### src/pkg/ecd_pkg.sv
// Package with constants and types for the edge clock divider.
// Notes on behaviour
// RL1: Output is input clock divided by 2, 4 or 8.
// RL2: Output phase is fixed by the release moment.
// RL3: Divider reset forces outputs low without a clock.
// RL4: Outputs resume only on an input clock edge.
// RL5: Divided output is a registered clock for distribution.
// RL6: Outputs stay low until release, then toggle next edge.
package ecd_pkg;

    // Ratio select codes; the unused code falls back to divide by 8.
    localparam logic [1:0] ECD_RATIO_DIV2 = 2'h0;
    localparam logic [1:0] ECD_RATIO_DIV4 = 2'h1;
    localparam logic [1:0] ECD_RATIO_DIV8 = 2'h2;
    localparam logic [1:0] ECD_RATIO_RST = 2'h0;

    localparam int ECD_CNT_W = 3;
    localparam logic [2:0] ECD_CNT_RST = 3'h0;
    localparam logic ECD_OUT_RST = 1'b0;

    // Enabled input edges in one divided clock period, per ratio.
    localparam logic [3:0] ECD_PERIOD_DIV2 = 4'h2;
    localparam logic [3:0] ECD_PERIOD_DIV4 = 4'h4;
    localparam logic [3:0] ECD_PERIOD_DIV8 = 4'h8;

    typedef enum logic [1:0] {
        ECD_ST_HOLD = 2'h1,
        ECD_ST_RUN = 2'h2
    } ecd_state_e;

    // Control inputs that travel together.
    typedef struct packed {
        logic release_out;
        logic [1:0] ratio;
    } ecd_ctrl_s;

endpackage

### src/ecd_divider.sv
// Edge clock divider producing a phase-aligned divided system clock.
`timescale 1ns/1ps
module ecd_divider (
    input wire logic clock_i,
    input wire logic rstn_i,
    input wire logic ce_i,
    input wire logic div_rst_i,
    input wire ecd_pkg::ecd_ctrl_s ctrl_i,
    output logic clk_div_o,
    output logic running_o
);

    ecd_pkg::ecd_state_e state_r;
    ecd_pkg::ecd_state_e state_nxt;
    logic [ecd_pkg::ECD_CNT_W-1:0] cnt_r;
    logic [ecd_pkg::ECD_CNT_W-1:0] cnt_nxt;
    logic [1:0] ratio_r;
    logic [1:0] ratio_nxt;
    logic out_r;
    logic out_nxt;
    logic run_r;
    logic run_nxt;

    // Selects the counter bit whose inverse is the divided clock.
    function automatic logic phase_bit(input logic [1:0] ratio,
                                       input logic [2:0] cnt);
        case (ratio)
            ecd_pkg::ECD_RATIO_DIV2: phase_bit = ~cnt[0];
            ecd_pkg::ECD_RATIO_DIV4: phase_bit = ~cnt[1];
            default: phase_bit = ~cnt[2];
        endcase
    endfunction

    // Number of enabled input edges in one divided clock period.
    function automatic logic [3:0] period_of(input logic [1:0] ratio);
        case (ratio)
            ecd_pkg::ECD_RATIO_DIV2: period_of = ecd_pkg::ECD_PERIOD_DIV2;
            ecd_pkg::ECD_RATIO_DIV4: period_of = ecd_pkg::ECD_PERIOD_DIV4;
            default: period_of = ecd_pkg::ECD_PERIOD_DIV8;
        endcase
    endfunction

    always_comb begin
        state_nxt = state_r;
        cnt_nxt = cnt_r;
        ratio_nxt = ratio_r;
        out_nxt = out_r;
        run_nxt = run_r;
        case (state_r)
            ecd_pkg::ECD_ST_HOLD: begin
                out_nxt = ecd_pkg::ECD_OUT_RST; // RL6
                cnt_nxt = ecd_pkg::ECD_CNT_RST;
                run_nxt = 1'b0;
                if (ctrl_i.release_out) begin
                    // The ratio is captured here so that the phase is
                    // fixed by the release edge alone.
                    state_nxt = ecd_pkg::ECD_ST_RUN; // RL2
                    ratio_nxt = ctrl_i.ratio;
                    out_nxt = 1'b1; // RL4
                    run_nxt = 1'b1;
                end
            end
            ecd_pkg::ECD_ST_RUN: begin
                if (!ctrl_i.release_out) begin
                    state_nxt = ecd_pkg::ECD_ST_HOLD;
                    cnt_nxt = ecd_pkg::ECD_CNT_RST;
                    out_nxt = ecd_pkg::ECD_OUT_RST;
                    run_nxt = 1'b0;
                end else begin
                    cnt_nxt = cnt_r + 3'h1;
                    out_nxt = phase_bit(ratio_r, cnt_nxt); // RL1
                end
            end
            default: begin
                state_nxt = ecd_pkg::ECD_ST_HOLD;
                cnt_nxt = ecd_pkg::ECD_CNT_RST;
                out_nxt = ecd_pkg::ECD_OUT_RST;
                run_nxt = 1'b0;
            end
        endcase
    end

    // The divider reset acts without the clock; the system reset is
    // synchronous.
    always_ff @(posedge clock_i or posedge div_rst_i) begin
        if (div_rst_i) begin
            state_r <= ecd_pkg::ECD_ST_HOLD; // RL3
            cnt_r <= ecd_pkg::ECD_CNT_RST;
            ratio_r <= ecd_pkg::ECD_RATIO_RST;
            out_r <= ecd_pkg::ECD_OUT_RST; // RL3
            run_r <= 1'b0;
        end else if (!rstn_i) begin
            state_r <= ecd_pkg::ECD_ST_HOLD;
            cnt_r <= ecd_pkg::ECD_CNT_RST;
            ratio_r <= ecd_pkg::ECD_RATIO_RST;
            out_r <= ecd_pkg::ECD_OUT_RST;
            run_r <= 1'b0;
        end else if (ce_i) begin
            state_r <= state_nxt;
            cnt_r <= cnt_nxt;
            ratio_r <= ratio_nxt;
            out_r <= out_nxt;
            run_r <= run_nxt;
        end
    end

    // The divided clock leaves straight from a flop, glitch free.
    assign clk_div_o = out_r; // RL5
    assign running_o = run_r;

    logic go_ok;
    assign go_ok = ce_i && ctrl_i.release_out && !div_rst_i;

    // Checker helper: counts enabled edges since the divided clock last
    // rose, so that whole periods can be checked without long repeats.
    logic chk_prev_r;
    logic chk_prev_nxt;
    logic [3:0] chk_steps_r;
    logic [3:0] chk_steps_nxt;

    always_comb begin
        chk_prev_nxt = chk_prev_r;
        chk_steps_nxt = chk_steps_r;
        if (!rstn_i || !running_o) begin
            chk_prev_nxt = 1'b0;
            chk_steps_nxt = 4'h0;
        end else if (ce_i) begin
            chk_prev_nxt = clk_div_o;
            if (clk_div_o && !chk_prev_r) begin
                chk_steps_nxt = 4'h1;
            end else begin
                chk_steps_nxt = chk_steps_r + 4'h1;
            end
        end
    end

    always_ff @(posedge clock_i or posedge div_rst_i) begin
        if (div_rst_i) begin
            chk_prev_r <= 1'b0;
            chk_steps_r <= 4'h0;
        end else begin
            chk_prev_r <= chk_prev_nxt;
            chk_steps_r <= chk_steps_nxt;
        end
    end

    chk_rst_forces_low: assert property ( // RL3
        @(posedge clock_i) disable iff (!rstn_i)
        div_rst_i |-> (!clk_div_o && !running_o))
        else $error("divider reset did not force outputs low");

    chk_release_first_edge: assert property ( // RL6
        @(posedge clock_i) disable iff (!rstn_i || div_rst_i)
        (!running_o && go_ok) |=> (clk_div_o && running_o))
        else $error("output did not rise on first edge after release");

    chk_hold_stays_low: assert property ( // RL4
        @(posedge clock_i) disable iff (!rstn_i || div_rst_i)
        (!running_o && !ctrl_i.release_out) |=> !clk_div_o)
        else $error("output left low without release");

    chk_freeze_stable: assert property ( // RL5
        @(posedge clock_i) disable iff (!rstn_i || div_rst_i)
        !ce_i |=> ($stable(clk_div_o) && $stable(running_o)))
        else $error("output changed while clock enable low");

    chk_div2_toggle: assert property ( // RL1
        @(posedge clock_i) disable iff (!rstn_i || div_rst_i)
        (running_o && ratio_r == ecd_pkg::ECD_RATIO_DIV2 && go_ok)
        |=> (clk_div_o != $past(clk_div_o)))
        else $error("divide by 2 output did not toggle");

    chk_div8_phase: assert property ( // RL1
        @(posedge clock_i) disable iff (!rstn_i || div_rst_i)
        ($rose(clk_div_o) && running_o &&
         ratio_r == ecd_pkg::ECD_RATIO_DIV8 && go_ok)
        ##1 go_ok [*3] |=> (!clk_div_o && $past(clk_div_o, 2)))
        else $error("divide by 8 high phase is not four cycles");

    chk_div4_phase: assert property ( // RL2
        @(posedge clock_i) disable iff (!rstn_i || div_rst_i)
        (!running_o && go_ok && ctrl_i.ratio == ecd_pkg::ECD_RATIO_DIV4)
        ##1 go_ok ##1 go_ok |=> (!clk_div_o && $past(clk_div_o)))
        else $error("divide by 4 phase not aligned to release");

    chk_drop_release: assert property ( // RL4
        @(posedge clock_i) disable iff (!rstn_i || div_rst_i)
        (running_o && ce_i && !ctrl_i.release_out)
        |=> (!clk_div_o && !running_o))
        else $error("outputs not low after release dropped");

    chk_period_exact: assert property ( // RL1
        @(posedge clock_i) disable iff (!rstn_i || div_rst_i)
        (running_o && ce_i && clk_div_o && !chk_prev_r &&
         chk_steps_r != 4'h0)
        |-> (chk_steps_r == period_of(ratio_r)))
        else $error("divided clock period does not match the ratio");

    chk_level_bounded: assert property ( // RL1
        @(posedge clock_i) disable iff (!rstn_i || div_rst_i)
        running_o |-> (chk_steps_r <= period_of(ratio_r)))
        else $error("divided clock stayed in one period too long");

    chk_high_half: assert property ( // RL1
        @(posedge clock_i) disable iff (!rstn_i || div_rst_i)
        (running_o && ce_i && !clk_div_o && chk_prev_r)
        |-> (chk_steps_r == (period_of(ratio_r) >> 1)))
        else $error("divided clock high phase is not half a period");

    chk_ratio_locked: assert property ( // RL2
        @(posedge clock_i) disable iff (!rstn_i || div_rst_i)
        running_o |=> $stable(ratio_r))
        else $error("ratio changed while the divider was running");

    chk_sysrst_clears: assert property ( // RL6
        @(posedge clock_i) disable iff (div_rst_i)
        !rstn_i |=> (!clk_div_o && !running_o))
        else $error("system reset did not clear the outputs");

    cov_div2_run: cover property (
        @(posedge clock_i) disable iff (!rstn_i)
        running_o && ratio_r == ecd_pkg::ECD_RATIO_DIV2 ##1 $fell(clk_div_o));

    cov_div8_run: cover property (
        @(posedge clock_i) disable iff (!rstn_i)
        running_o && ratio_r == ecd_pkg::ECD_RATIO_DIV8 ##1 $fell(clk_div_o));

    cov_async_rst_run: cover property (
        @(posedge clock_i) disable iff (!rstn_i)
        running_o ##1 div_rst_i);

    cov_div4_run: cover property (
        @(posedge clock_i) disable iff (!rstn_i)
        running_o && ratio_r == ecd_pkg::ECD_RATIO_DIV4 ##1 $fell(clk_div_o));

    cov_freeze_run: cover property (
        @(posedge clock_i) disable iff (!rstn_i)
        running_o && !ce_i ##1 running_o && !ce_i);

endmodule

### config.mk
export PLATFORM = sky130hd
export DESIGN_NAME = ecd_divider
export DESIGN_NICKNAME = d
export VERILOG_FILES = /design/src/pkg/ecd_pkg.sv /design/src/ecd_divider.sv
export SDC_FILE = /design/constraint.sdc
export NUM_CORES = 1
export LEC_CHECK = 0
export BUFFER_PORTS_ARGS = -buffer_cell sky130_fd_sc_hd__buf_2
export CELL_PAD_IN_SITES_DETAIL_PLACEMENT = 1
export CELL_PAD_IN_SITES_GLOBAL_PLACEMENT = 1
export CORE_UTILIZATION = 39
export CTS_BUF_LIST = sky130_fd_sc_hd__clkbuf_16
export DETAILED_ROUTE_END_ITERATION = 6
export PLACE_DENSITY_LB_ADDON = 0.1
export SLEW_MARGIN = 25
export SYNTH_ARGS = -nofsm -noshare
export SYNTH_HDL_FRONTEND = slang
export SYNTH_SLANG_ARGS = --single-unit
### constraint.sdc
create_clock -name clock_i -period 1.7 [get_ports clock_i]
set_input_delay 0.34 -clock clock_i [delete_from_list [all_inputs] [get_ports clock_i]]
set_output_delay 0.34 -clock clock_i [all_outputs]
set_load 0.1 [all_outputs]
==> tab_implementation.tex, run 1 <==
\begin{tabular}{lr}
\hline
Metric & Value \\
\hline
\multicolumn{2}{l}{\textbf{Logic synthesis}} \\
Syn Std Cell Area & 518 um2 \\
Cells after synthesis & 53 \\
Avg Inst Size Synth & 9.77 um2 \\
Sequential cell area fraction in the yosys report & 43.7\% \\
Count of unique library cells instantiated by Yosys & 23 \\
Yosys synthesis warning count & 0 \\
Syn Nets & 63 \\
Yosys reg bits & 9 \\
\multicolumn{2}{l}{\textbf{Timing}} \\
Slew @ Worst Pin & 0.484 ns \\
Final max-slew violation count & 0 \\
Highest achievable clock rate & 691 MHz \\
Final hold slack & 0.0649 ns \\
Number of failing hold endpoints at the final stage & 0 \\
Slew HR & 68.0\% \\
Shortest clock period the worst path allows after layout & 1.45 ns \\
Final worst clock skew & 0.00200 ns \\
Final period util & 85.1\% \\
Final setup violating endpoints & 0 \\
Setup repair after global routing missed its margin & false \\
TNS Setup & 0 ns \\
\multicolumn{2}{l}{\textbf{Layout}} \\
Finished Layout Cells & 78 \\
Synthesis-to-layout area growth & 24.9\% \\
Fraction of final layout cells with drive strength greater than 1 & 25.0\% \\
Final-stage net count & 75 \\
Storage element area & 226 um2 \\
Final Util & 55.2\% \\
Total inserted antenna cells & 0 \\
Multi-input logic area & 269 um2 \\
Number of fill cells & 134 \\
\multicolumn{2}{l}{\textbf{Setup path}} \\
Signal arrival time at the worst endpoint & 1.57 ns \\
Endpoint class of the critical path & flop \\
Crit Reg-Reg Startpoint & state\_r[0]\$\_DFFE\_PP1P\_ \\
WS Path Type & reg2reg \\
Largest fanout on the critical path & 7 \\
Type of element launching the critical path & flop \\
Req. time, crit path & 1.82 ns \\
Slowest cell on the critical path & sky130\_fd\_sc\_hd\_\_dfstp\_2 \\
Most Frequent Cell on Critical Path & sky130\_fd\_sc\_hd\_\_nand2\_1 \\
Worst setup path start & state\_r[0]\$\_DFFE\_PP1P\_ \\
Chain of cells forming the critical path & inv\_1 > ha\_1 > nand2\_1 > nand2\_1 > a21oi\_1 > nor2b\_1 \\
Largest stage delay on the critical path & 0.54 ns \\
Reg-to-reg slack, setup & 0.25 ns \\
\multicolumn{2}{l}{\textbf{Die}} \\
Core Region & 1170 um2 \\
Die area & 1480 um2 \\
Initial Utilization & 44.2\% \\
Num ports & 9 \\
Die height & 38.4 um \\
Count of standard-cell rows & 12 \\
Die Span X & 38.4 um \\
\multicolumn{2}{l}{\textbf{Detailed routing}} \\
Routed length per instance & 13.9 um \\
Count of nets left with antenna violations after detail routing & 0 \\
Final routed DRC violation total & 0 \\
Routed wire length & 1080 um \\
Pre-antenna DRT Iters & 4 \\
Routed vias/inst & 5.24 \\
Number of vias after detailed routing & 409 \\
1st-iter DRT viols & 7 \\
\multicolumn{2}{l}{\textbf{Clock tree}} \\
CTS HTree Levels & 1 \\
CTS root buf & sky130\_fd\_sc\_hd\_\_clkbuf\_16 \\
Max clock buf depth & 2 \\
Number of hold buffers added after cts & 0 \\
CTS buffer count & 3 \\
TritonCTS clock tree & done \\
Setup Buffers After CTS & 0 \\
Number of gates given a new drive strength after cts & 0 \\
Insertion delay to the later sink of the worst-skew pair & 0.24 ns \\
CTS clock-pin slew for the worst setup and hold paths & 0.04 ns \\
CTS Sinks & 9 \\
\multicolumn{2}{l}{\textbf{Global route}} \\
Antenna violations before repair & 0 \\
Global-route wire length before repair & 1910 um \\
Total GRT Usage & 20.2\% \\
Via count of the first global-routing pass & 420 \\
Overflow after GRT & 0 \\
Pin count of the biggest net entering global routing & 11 \\
\multicolumn{2}{l}{\textbf{Power and ir drop}} \\
Largest voltage drop on the vdd net & 0.610 mV \\
Total power per unit cell area & 1180 nW/um2 \\
Static Leak & 0.315 nW \\
\multicolumn{2}{l}{\textbf{Placed design}} \\
Placed cell count & 74 \\
Hpwl dp & 765 um \\
Count of buffers from port buffering & 8 \\
Last weighted congestion value of the routability-driven placer & 0.713 \\
\multicolumn{2}{l}{\textbf{Status}} \\
Run status & completed \\
\multicolumn{2}{l}{\textbf{Job}} \\
Max-cap viol count & 0 \\
\multicolumn{2}{l}{\textbf{Worst hold path}} \\
Type of the tightest min-delay check & in2async \\
\hline
\end{tabular}
layout make-up:
cell class,instances,share of cell area [%]
Multi-Input combinational cell,39,41.6
Sequential cell,9,35.0
Clock buffer,3,11.6
Timing Repair Buffer,8,6.19
Tap cell,14,2.71
Inverter,4,2.32
Clock inverter,1,0.580
state kept, by name (all words and copies together), names as in the netlist:
signal,cells
clk_div_o,1
cnt_r,3
ratio_r,2
running_o,1
state_r,2
worst max-delay path, delay by kind of cell (launching register included):
kind,cells,cell delay [ns]
simple gates,3,0.28
flops,1,0.54
fa+ha+maj,1,0.28
buf+inv,1,0.06
compound gates,1,0.17
per-stage QoR:
stage	cell area, um2	worst slack [ns]	total power, W
2_1_floorplan	518	0.407	0.000324
3_3_place_gp	568	0.315	0.000350
3_5_place_dp	568	0.293	0.000351
4_1_cts	647	0.265	0.000773
5_1_grt	647	0.178	0.000802
6_report	647	0.253	0.000766
where the power goes:
group | total (W) | switching (W) | leakage, nW | internal [W]
registers | 0.000240 | 0.00000966 | 0.120 | 0.000230
clock network | 0.000416 | 0.000109 | 0.0423 | 0.000308
logic | 0.000110 | 0.0000745 | 0.152 | 0.0000358
total | 0.000766 | 0.000193 | 0.315 | 0.000574
cells by family after synthesis:
group	count (synthesis)	share of synthesized area (%)
DFF	9	43.7
xor gates and xnor gates	1	1.69
buffers and inverters	5	4.35
AOI/OAI and AO/OA	12	14.5
adders and majority gates	3	7.25
and+or+nand+nor	20	22.7
muxes	3	5.80
cells in the mapped netlist (all sizes together):
cell type | number | area [um2]
and2 | 1 | 6.26
nand3 | 2 | 15.0
nor2 | 3 | 11.3
dfrtp | 8 | 200
a32oi | 1 | 8.76
a21oi | 3 | 15.0
a21boi | 2 | 15.0
a211oi | 1 | 7.51
dfstp | 1 | 26.3
ha | 3 | 37.5
xnor2 | 1 | 8.76
inv | 4 | 15.0
mux2i | 3 | 30.0
a22o | 1 | 8.76
nor3b | 2 | 25.0
nand4 | 1 | 6.26
o21ai | 4 | 20.0
nand2 | 7 | 28.8
buf | 1 | 7.51
nor2b | 4 | 25.0
final timing paths:
path,endpoint,cells after the start
min in group clock_i,state_r[0]$_DFFE_PP1P_,2
min reg2reg,cnt_r[1]$_DFFE_PP0P_,2
min,running_o$_DFFE_PP0P_,2
max,running_o$_DFFE_PP0P_,6
max reg2reg,running_o$_DFFE_PP0P_,6
max in group asynchronous,state_r[0]$_DFFE_PP1P_,2
layer usage:
layer / up-vias / share of wire (%) / GRT usage (%)
met2: 8 / 43 / 28.8
met1: 193 / 51 / 25.6
li1: 206 / - / -
met4: 0 / 1.3 / 10.3
met5: - / 0 / 0
met3: 2 / 4.2 / 8.72
layout by cell type, fill, tap and decap left out, drive strengths merged, types with 3 or more instances in the layout:
cell type  n
dfrtp      8
buf        8
nand2      7
inv        5
nor2b      4
o21ai      4
mux2i      3
nor2       3
a21oi      3
ha         3
clkbuf     3
(Power assumes the default switching activity.)
==> run 2: changes to the inputs <==
--- a/config.mk
+++ b/config.mk
@@ -9,7 +9,9 @@
 export CELL_PAD_IN_SITES_DETAIL_PLACEMENT = 1
 export CELL_PAD_IN_SITES_GLOBAL_PLACEMENT = 1
-export CORE_UTILIZATION = 39
+export CORE_AREA = 2 2 39 41
 export CTS_BUF_LIST = sky130_fd_sc_hd__clkbuf_16
 export DETAILED_ROUTE_END_ITERATION = 6
+export DIE_AREA = 0 0 41 43
+export MAX_ROUTING_LAYER = met4
 export PLACE_DENSITY_LB_ADDON = 0.1
 export SLEW_MARGIN = 25
==> constraint.sdc (replaced) <==
create_clock -name clock_i -period 1.69 [get_ports clock_i]
set_input_delay 0.2535 -clock clock_i [delete_from_list [all_inputs] [get_ports clock_i]]
set_output_delay 0.2535 -clock clock_i [all_outputs]
set_load 0.1 [all_outputs]
==> tab_implementation.tex, run 2 (synthesis results as in run 1) <==
\begin{tabular}{lr}
\hline
Metric & Value \\
\hline
\multicolumn{2}{l}{\textbf{Die}} \\
Count of standard-cell rows & 14 (was 12) \\
Initial Utilization & 37.4\% (was 44.2\%) \\
Die area & 1760 um2 (was 1480 um2) \\
Num ports & 9 (unchanged) \\
Core Region & 1380 um2 (was 1170 um2) \\
Die Span X & 41 um (was 38.4 um) \\
Die height & 43 um (was 38.4 um) \\
\multicolumn{2}{l}{\textbf{Setup path}} \\
Req. time, crit path & 1.81 ns (was 1.82 ns) \\
Chain of cells forming the critical path & inv\_1 > ha\_1 > nand2\_1 > nand2\_1 > a21oi\_1 > nor2b\_1 (unchanged) \\
Cell depth of the worst flop-to-flop path & 6 (unchanged) \\
Gate family responsible for the most delay along the worst path & flip-flops (unchanged) \\
Crit Reg-Reg Startpoint & state\_r[0]\$\_DFFE\_PP1P\_ (unchanged) \\
Largest fanout on the critical path & 7 (unchanged) \\
Reg-to-reg slack, setup & 0.26 ns (was 0.25 ns) \\
Most Frequent Cell on Critical Path & sky130\_fd\_sc\_hd\_\_nand2\_1 (unchanged) \\
Type of element launching the critical path & flop (unchanged) \\
Critical R2R Capture & running\_o\$\_DFFE\_PP0P\_ (unchanged) \\
Count of buffer and inverter cells on the critical path & 1 (unchanged) \\
Signal arrival time at the worst endpoint & 1.55 ns (was 1.57 ns) \\
Largest stage delay on the critical path & 0.53 ns (was 0.54 ns) \\
WS Path Type & reg2reg (unchanged) \\
Slowest cell on the critical path & sky130\_fd\_sc\_hd\_\_dfstp\_2 (unchanged) \\
Endpoint class of the critical path & flop (unchanged) \\
\multicolumn{2}{l}{\textbf{Clock tree}} \\
Insertion delay to the later sink of the worst-skew pair & 0.24 ns (about the same) \\
CTS Sinks & 9 (unchanged) \\
Setup Buffers After CTS & 0 (unchanged) \\
Number of gates given a new drive strength after cts & 0 (unchanged) \\
CTS root buf & sky130\_fd\_sc\_hd\_\_clkbuf\_16 (unchanged) \\
CTS clock-pin slew for the worst setup and hold paths & 0.04 ns (about the same) \\
CTS HTree Levels & 1 (unchanged) \\
CTS buffer count & 3 (unchanged) \\
TritonCTS clock tree & done (unchanged) \\
Number of hold buffers added after cts & 1 (was 0) \\
Max clock buf depth & 2 (unchanged) \\
\multicolumn{2}{l}{\textbf{Worst hold path}} \\
Launch point of the worst hold path & rstn\_i \\
Number of cells traversed by the worst hold path & 2 \\
End point of the most critical hold path & state\_r[0]\$\_DFFE\_PP1P\_ \\
Type of the tightest min-delay check & in2reg (was in2async) \\
\multicolumn{2}{l}{\textbf{Detailed routing}} \\
Detailed-routed wire length on met3 & 47 um (was 45 um) \\
Routed length per instance & 14.4 um (was 13.9 um) \\
Routed vias/inst & 5.15 (was 5.24) \\
Highest layer used for signal routing & met4 (unchanged) \\
Routed length on met1 & 505 um (was 556 um) \\
Routed wire length & 1170 um (was 1080 um) \\
Count of nets left with antenna violations after detail routing & 0 (unchanged) \\
Final routed DRC violation total & 0 (unchanged) \\
1st-iter DRT viols & 0 (was 7) \\
Number of vias after detailed routing & 417 (was 409) \\
Total met2 wirelength after detailed routing & 590 um (was 464 um) \\
Pre-antenna DRT Iters & 1 (was 4) \\
\multicolumn{2}{l}{\textbf{Job}} \\
Max-cap viol count & 0 (unchanged) \\
\multicolumn{2}{l}{\textbf{Global route}} \\
Total GRT Usage & 17.7\% (was 20.2\%) \\
Overflow after GRT & 0 (unchanged) \\
Antenna violations before repair & 0 (unchanged) \\
Pin count of the biggest net entering global routing & 11 (unchanged) \\
Via count of the first global-routing pass & 442 (was 420) \\
Global-route wire length before repair & 2010 um (was 1910 um) \\
\multicolumn{2}{l}{\textbf{Layout}} \\
Top library cells by usage in the layout, fill and taps aside & sky130\_fd\_sc\_hd\_\_dfrtp\_1, sky130\_fd\_sc\_hd\_\_buf\_2, sky130\_fd\_sc\_hd\_\_nand2\_1, sky130\_fd\_sc\_hd\_\_inv\_1, sky130\_fd\_sc\_hd\_\_nor2b\_1 (unchanged) \\
Synthesis-to-layout area growth & 27.5\% (was 24.9\%) \\
Fraction of final layout cells with drive strength greater than 1 & 26.2\% (was 25.0\%) \\
Flip-flop count of the largest register after layout & 3 (unchanged) \\
Final-stage net count & 76 (was 75) \\
Register with the highest flop count & cnt\_r (unchanged) \\
Total inserted antenna cells & 0 (unchanged) \\
Largest registers in the final layout & cnt\_r x3, ratio\_r x2, state\_r x2 (unchanged) \\
Number of fill cells & 161 (was 134) \\
\multicolumn{2}{l}{\textbf{Timing}} \\
Final setup violating endpoints & 0 (unchanged) \\
Slew HR & 67.9\% (was 68.0\%) \\
TNS Setup & 0 ns (unchanged) \\
Shortest clock period the worst path allows after layout & 1.43 ns (was 1.45 ns) \\
Slew @ Worst Pin & 0.484 ns (about the same) \\
Final hold slack & 0.260 ns (was 0.0649 ns) \\
Setup repair after global routing missed its margin & false (unchanged) \\
Highest achievable clock rate & 701 MHz (was 691 MHz) \\
Final worst clock skew & 0.00439 ns (was 0.00200 ns) \\
Final period util & 84.4\% (was 85.1\%) \\
Final max-slew violation count & 0 (unchanged) \\
Number of failing hold endpoints at the final stage & 0 (unchanged) \\
\multicolumn{2}{l}{\textbf{Power and ir drop}} \\
Total power per unit cell area & 1170 nW/um2 (was 1180 nW/um2) \\
Largest voltage drop on the vdd net & 0.619 mV (was 0.610 mV) \\
Share of total power in combinational logic & 14.6\% (was 14.4\%) \\
Fraction of power consumed by the clock network & 54.4\% (was 54.3\%) \\
Cell-internal power & 0.000581 W (was 0.000574 W) \\
Power Total & 0.000774 W (was 0.000766 W) \\
Net switching share of the total power & 24.9\% (was 25.1\%) \\
Psw & 0.000193 W (about the same) \\
Static Leak & 0.318 nW (was 0.315 nW) \\
Sequential power share & 31.1\% (was 31.3\%) \\
\multicolumn{2}{l}{\textbf{Placed design}} \\
Count of buffers from port buffering & 8 (unchanged) \\
Last weighted congestion value of the routability-driven placer & 0.736 (was 0.713) \\
Hpwl dp & 859 um (was 765 um) \\
\multicolumn{2}{l}{\textbf{Status}} \\
Run status & completed (unchanged) \\
\hline
\end{tabular}
run 2: cell count changes in the layout (fill, tap and decap cells not counted), sizes merged:
cell / before / now
dlygate4sd3: 0 / 1
clkinv: 0 / 1
inv: 5 / 4
run 2: cell type report:
cell class	instances	area [um2]	area share (%)
timing repair buffer	9	50.0	7.58
clock inverter	1	5.00	0.758
tap	16	20.0	3.03
sequential	9	226	34.3
multi-input combinational	39	269	40.7
clock buffer	3	75.1	11.4
inverter	4	15.0	2.27
run 2: worst max path at each step:
stage | start | to | slack [ns] | depth (start not counted)
after detailed placement | state_r[0]$_DFFE_PP1P_ | running_o$_DFFE_PP0P_ | 0.27 | 6
after global routing | state_r[0]$_DFFE_PP1P_ | running_o$_DFFE_PP0P_ | 0.12 | 6
after floorplan | state_r[0]$_DFFE_PP1P_ | running_o$_DFFE_PP0P_ | 0.40 | 6
after CTS | state_r[0]$_DFFE_PP1P_ | running_o$_DFFE_PP0P_ | 0.26 | 6
after global placement | state_r[0]$_DFFE_PP1P_ | running_o$_DFFE_PP0P_ | 0.27 | 6
final | state_r[0]$_DFFE_PP1P_ | running_o$_DFFE_PP0P_ | 0.26 | 6
run 2: per-stage QoR:
stage,setup WS (ns),area [um2],cells,utilization [%]
2_1_floorplan,0.397,518,53,-
3_3_place_gp,0.270,571,76,41.2
3_5_place_dp,0.274,571,76,41.2
4_1_cts,0.256,661,81,47.7
5_1_grt,0.124,661,81,47.7
6_report,0.264,661,81,47.7
run 2: metal layers:
metal	track usage, %	vias up
li1	-	207
met1	19.1	198
met2	27.8	8
met3	6.28	4
met4	8.00	0
met5	-	-
run 2: power by group through the flow:
| stage | Clock (W) | Combinational, W | Sequential, W |
|---|---|---|---|
| 2_1_floorplan | 0 | 0.0000573 | 0.000268 |
| 3_3_place_gp | 0 | 0.000109 | 0.000243 |
| 3_5_place_dp | 0 | 0.000112 | 0.000244 |
| 4_1_cts | 0.000427 | 0.000115 | 0.000241 |
| 5_1_grt | 0.000436 | 0.000125 | 0.000243 |
| 6_report | 0.000421 | 0.000113 | 0.000240 |
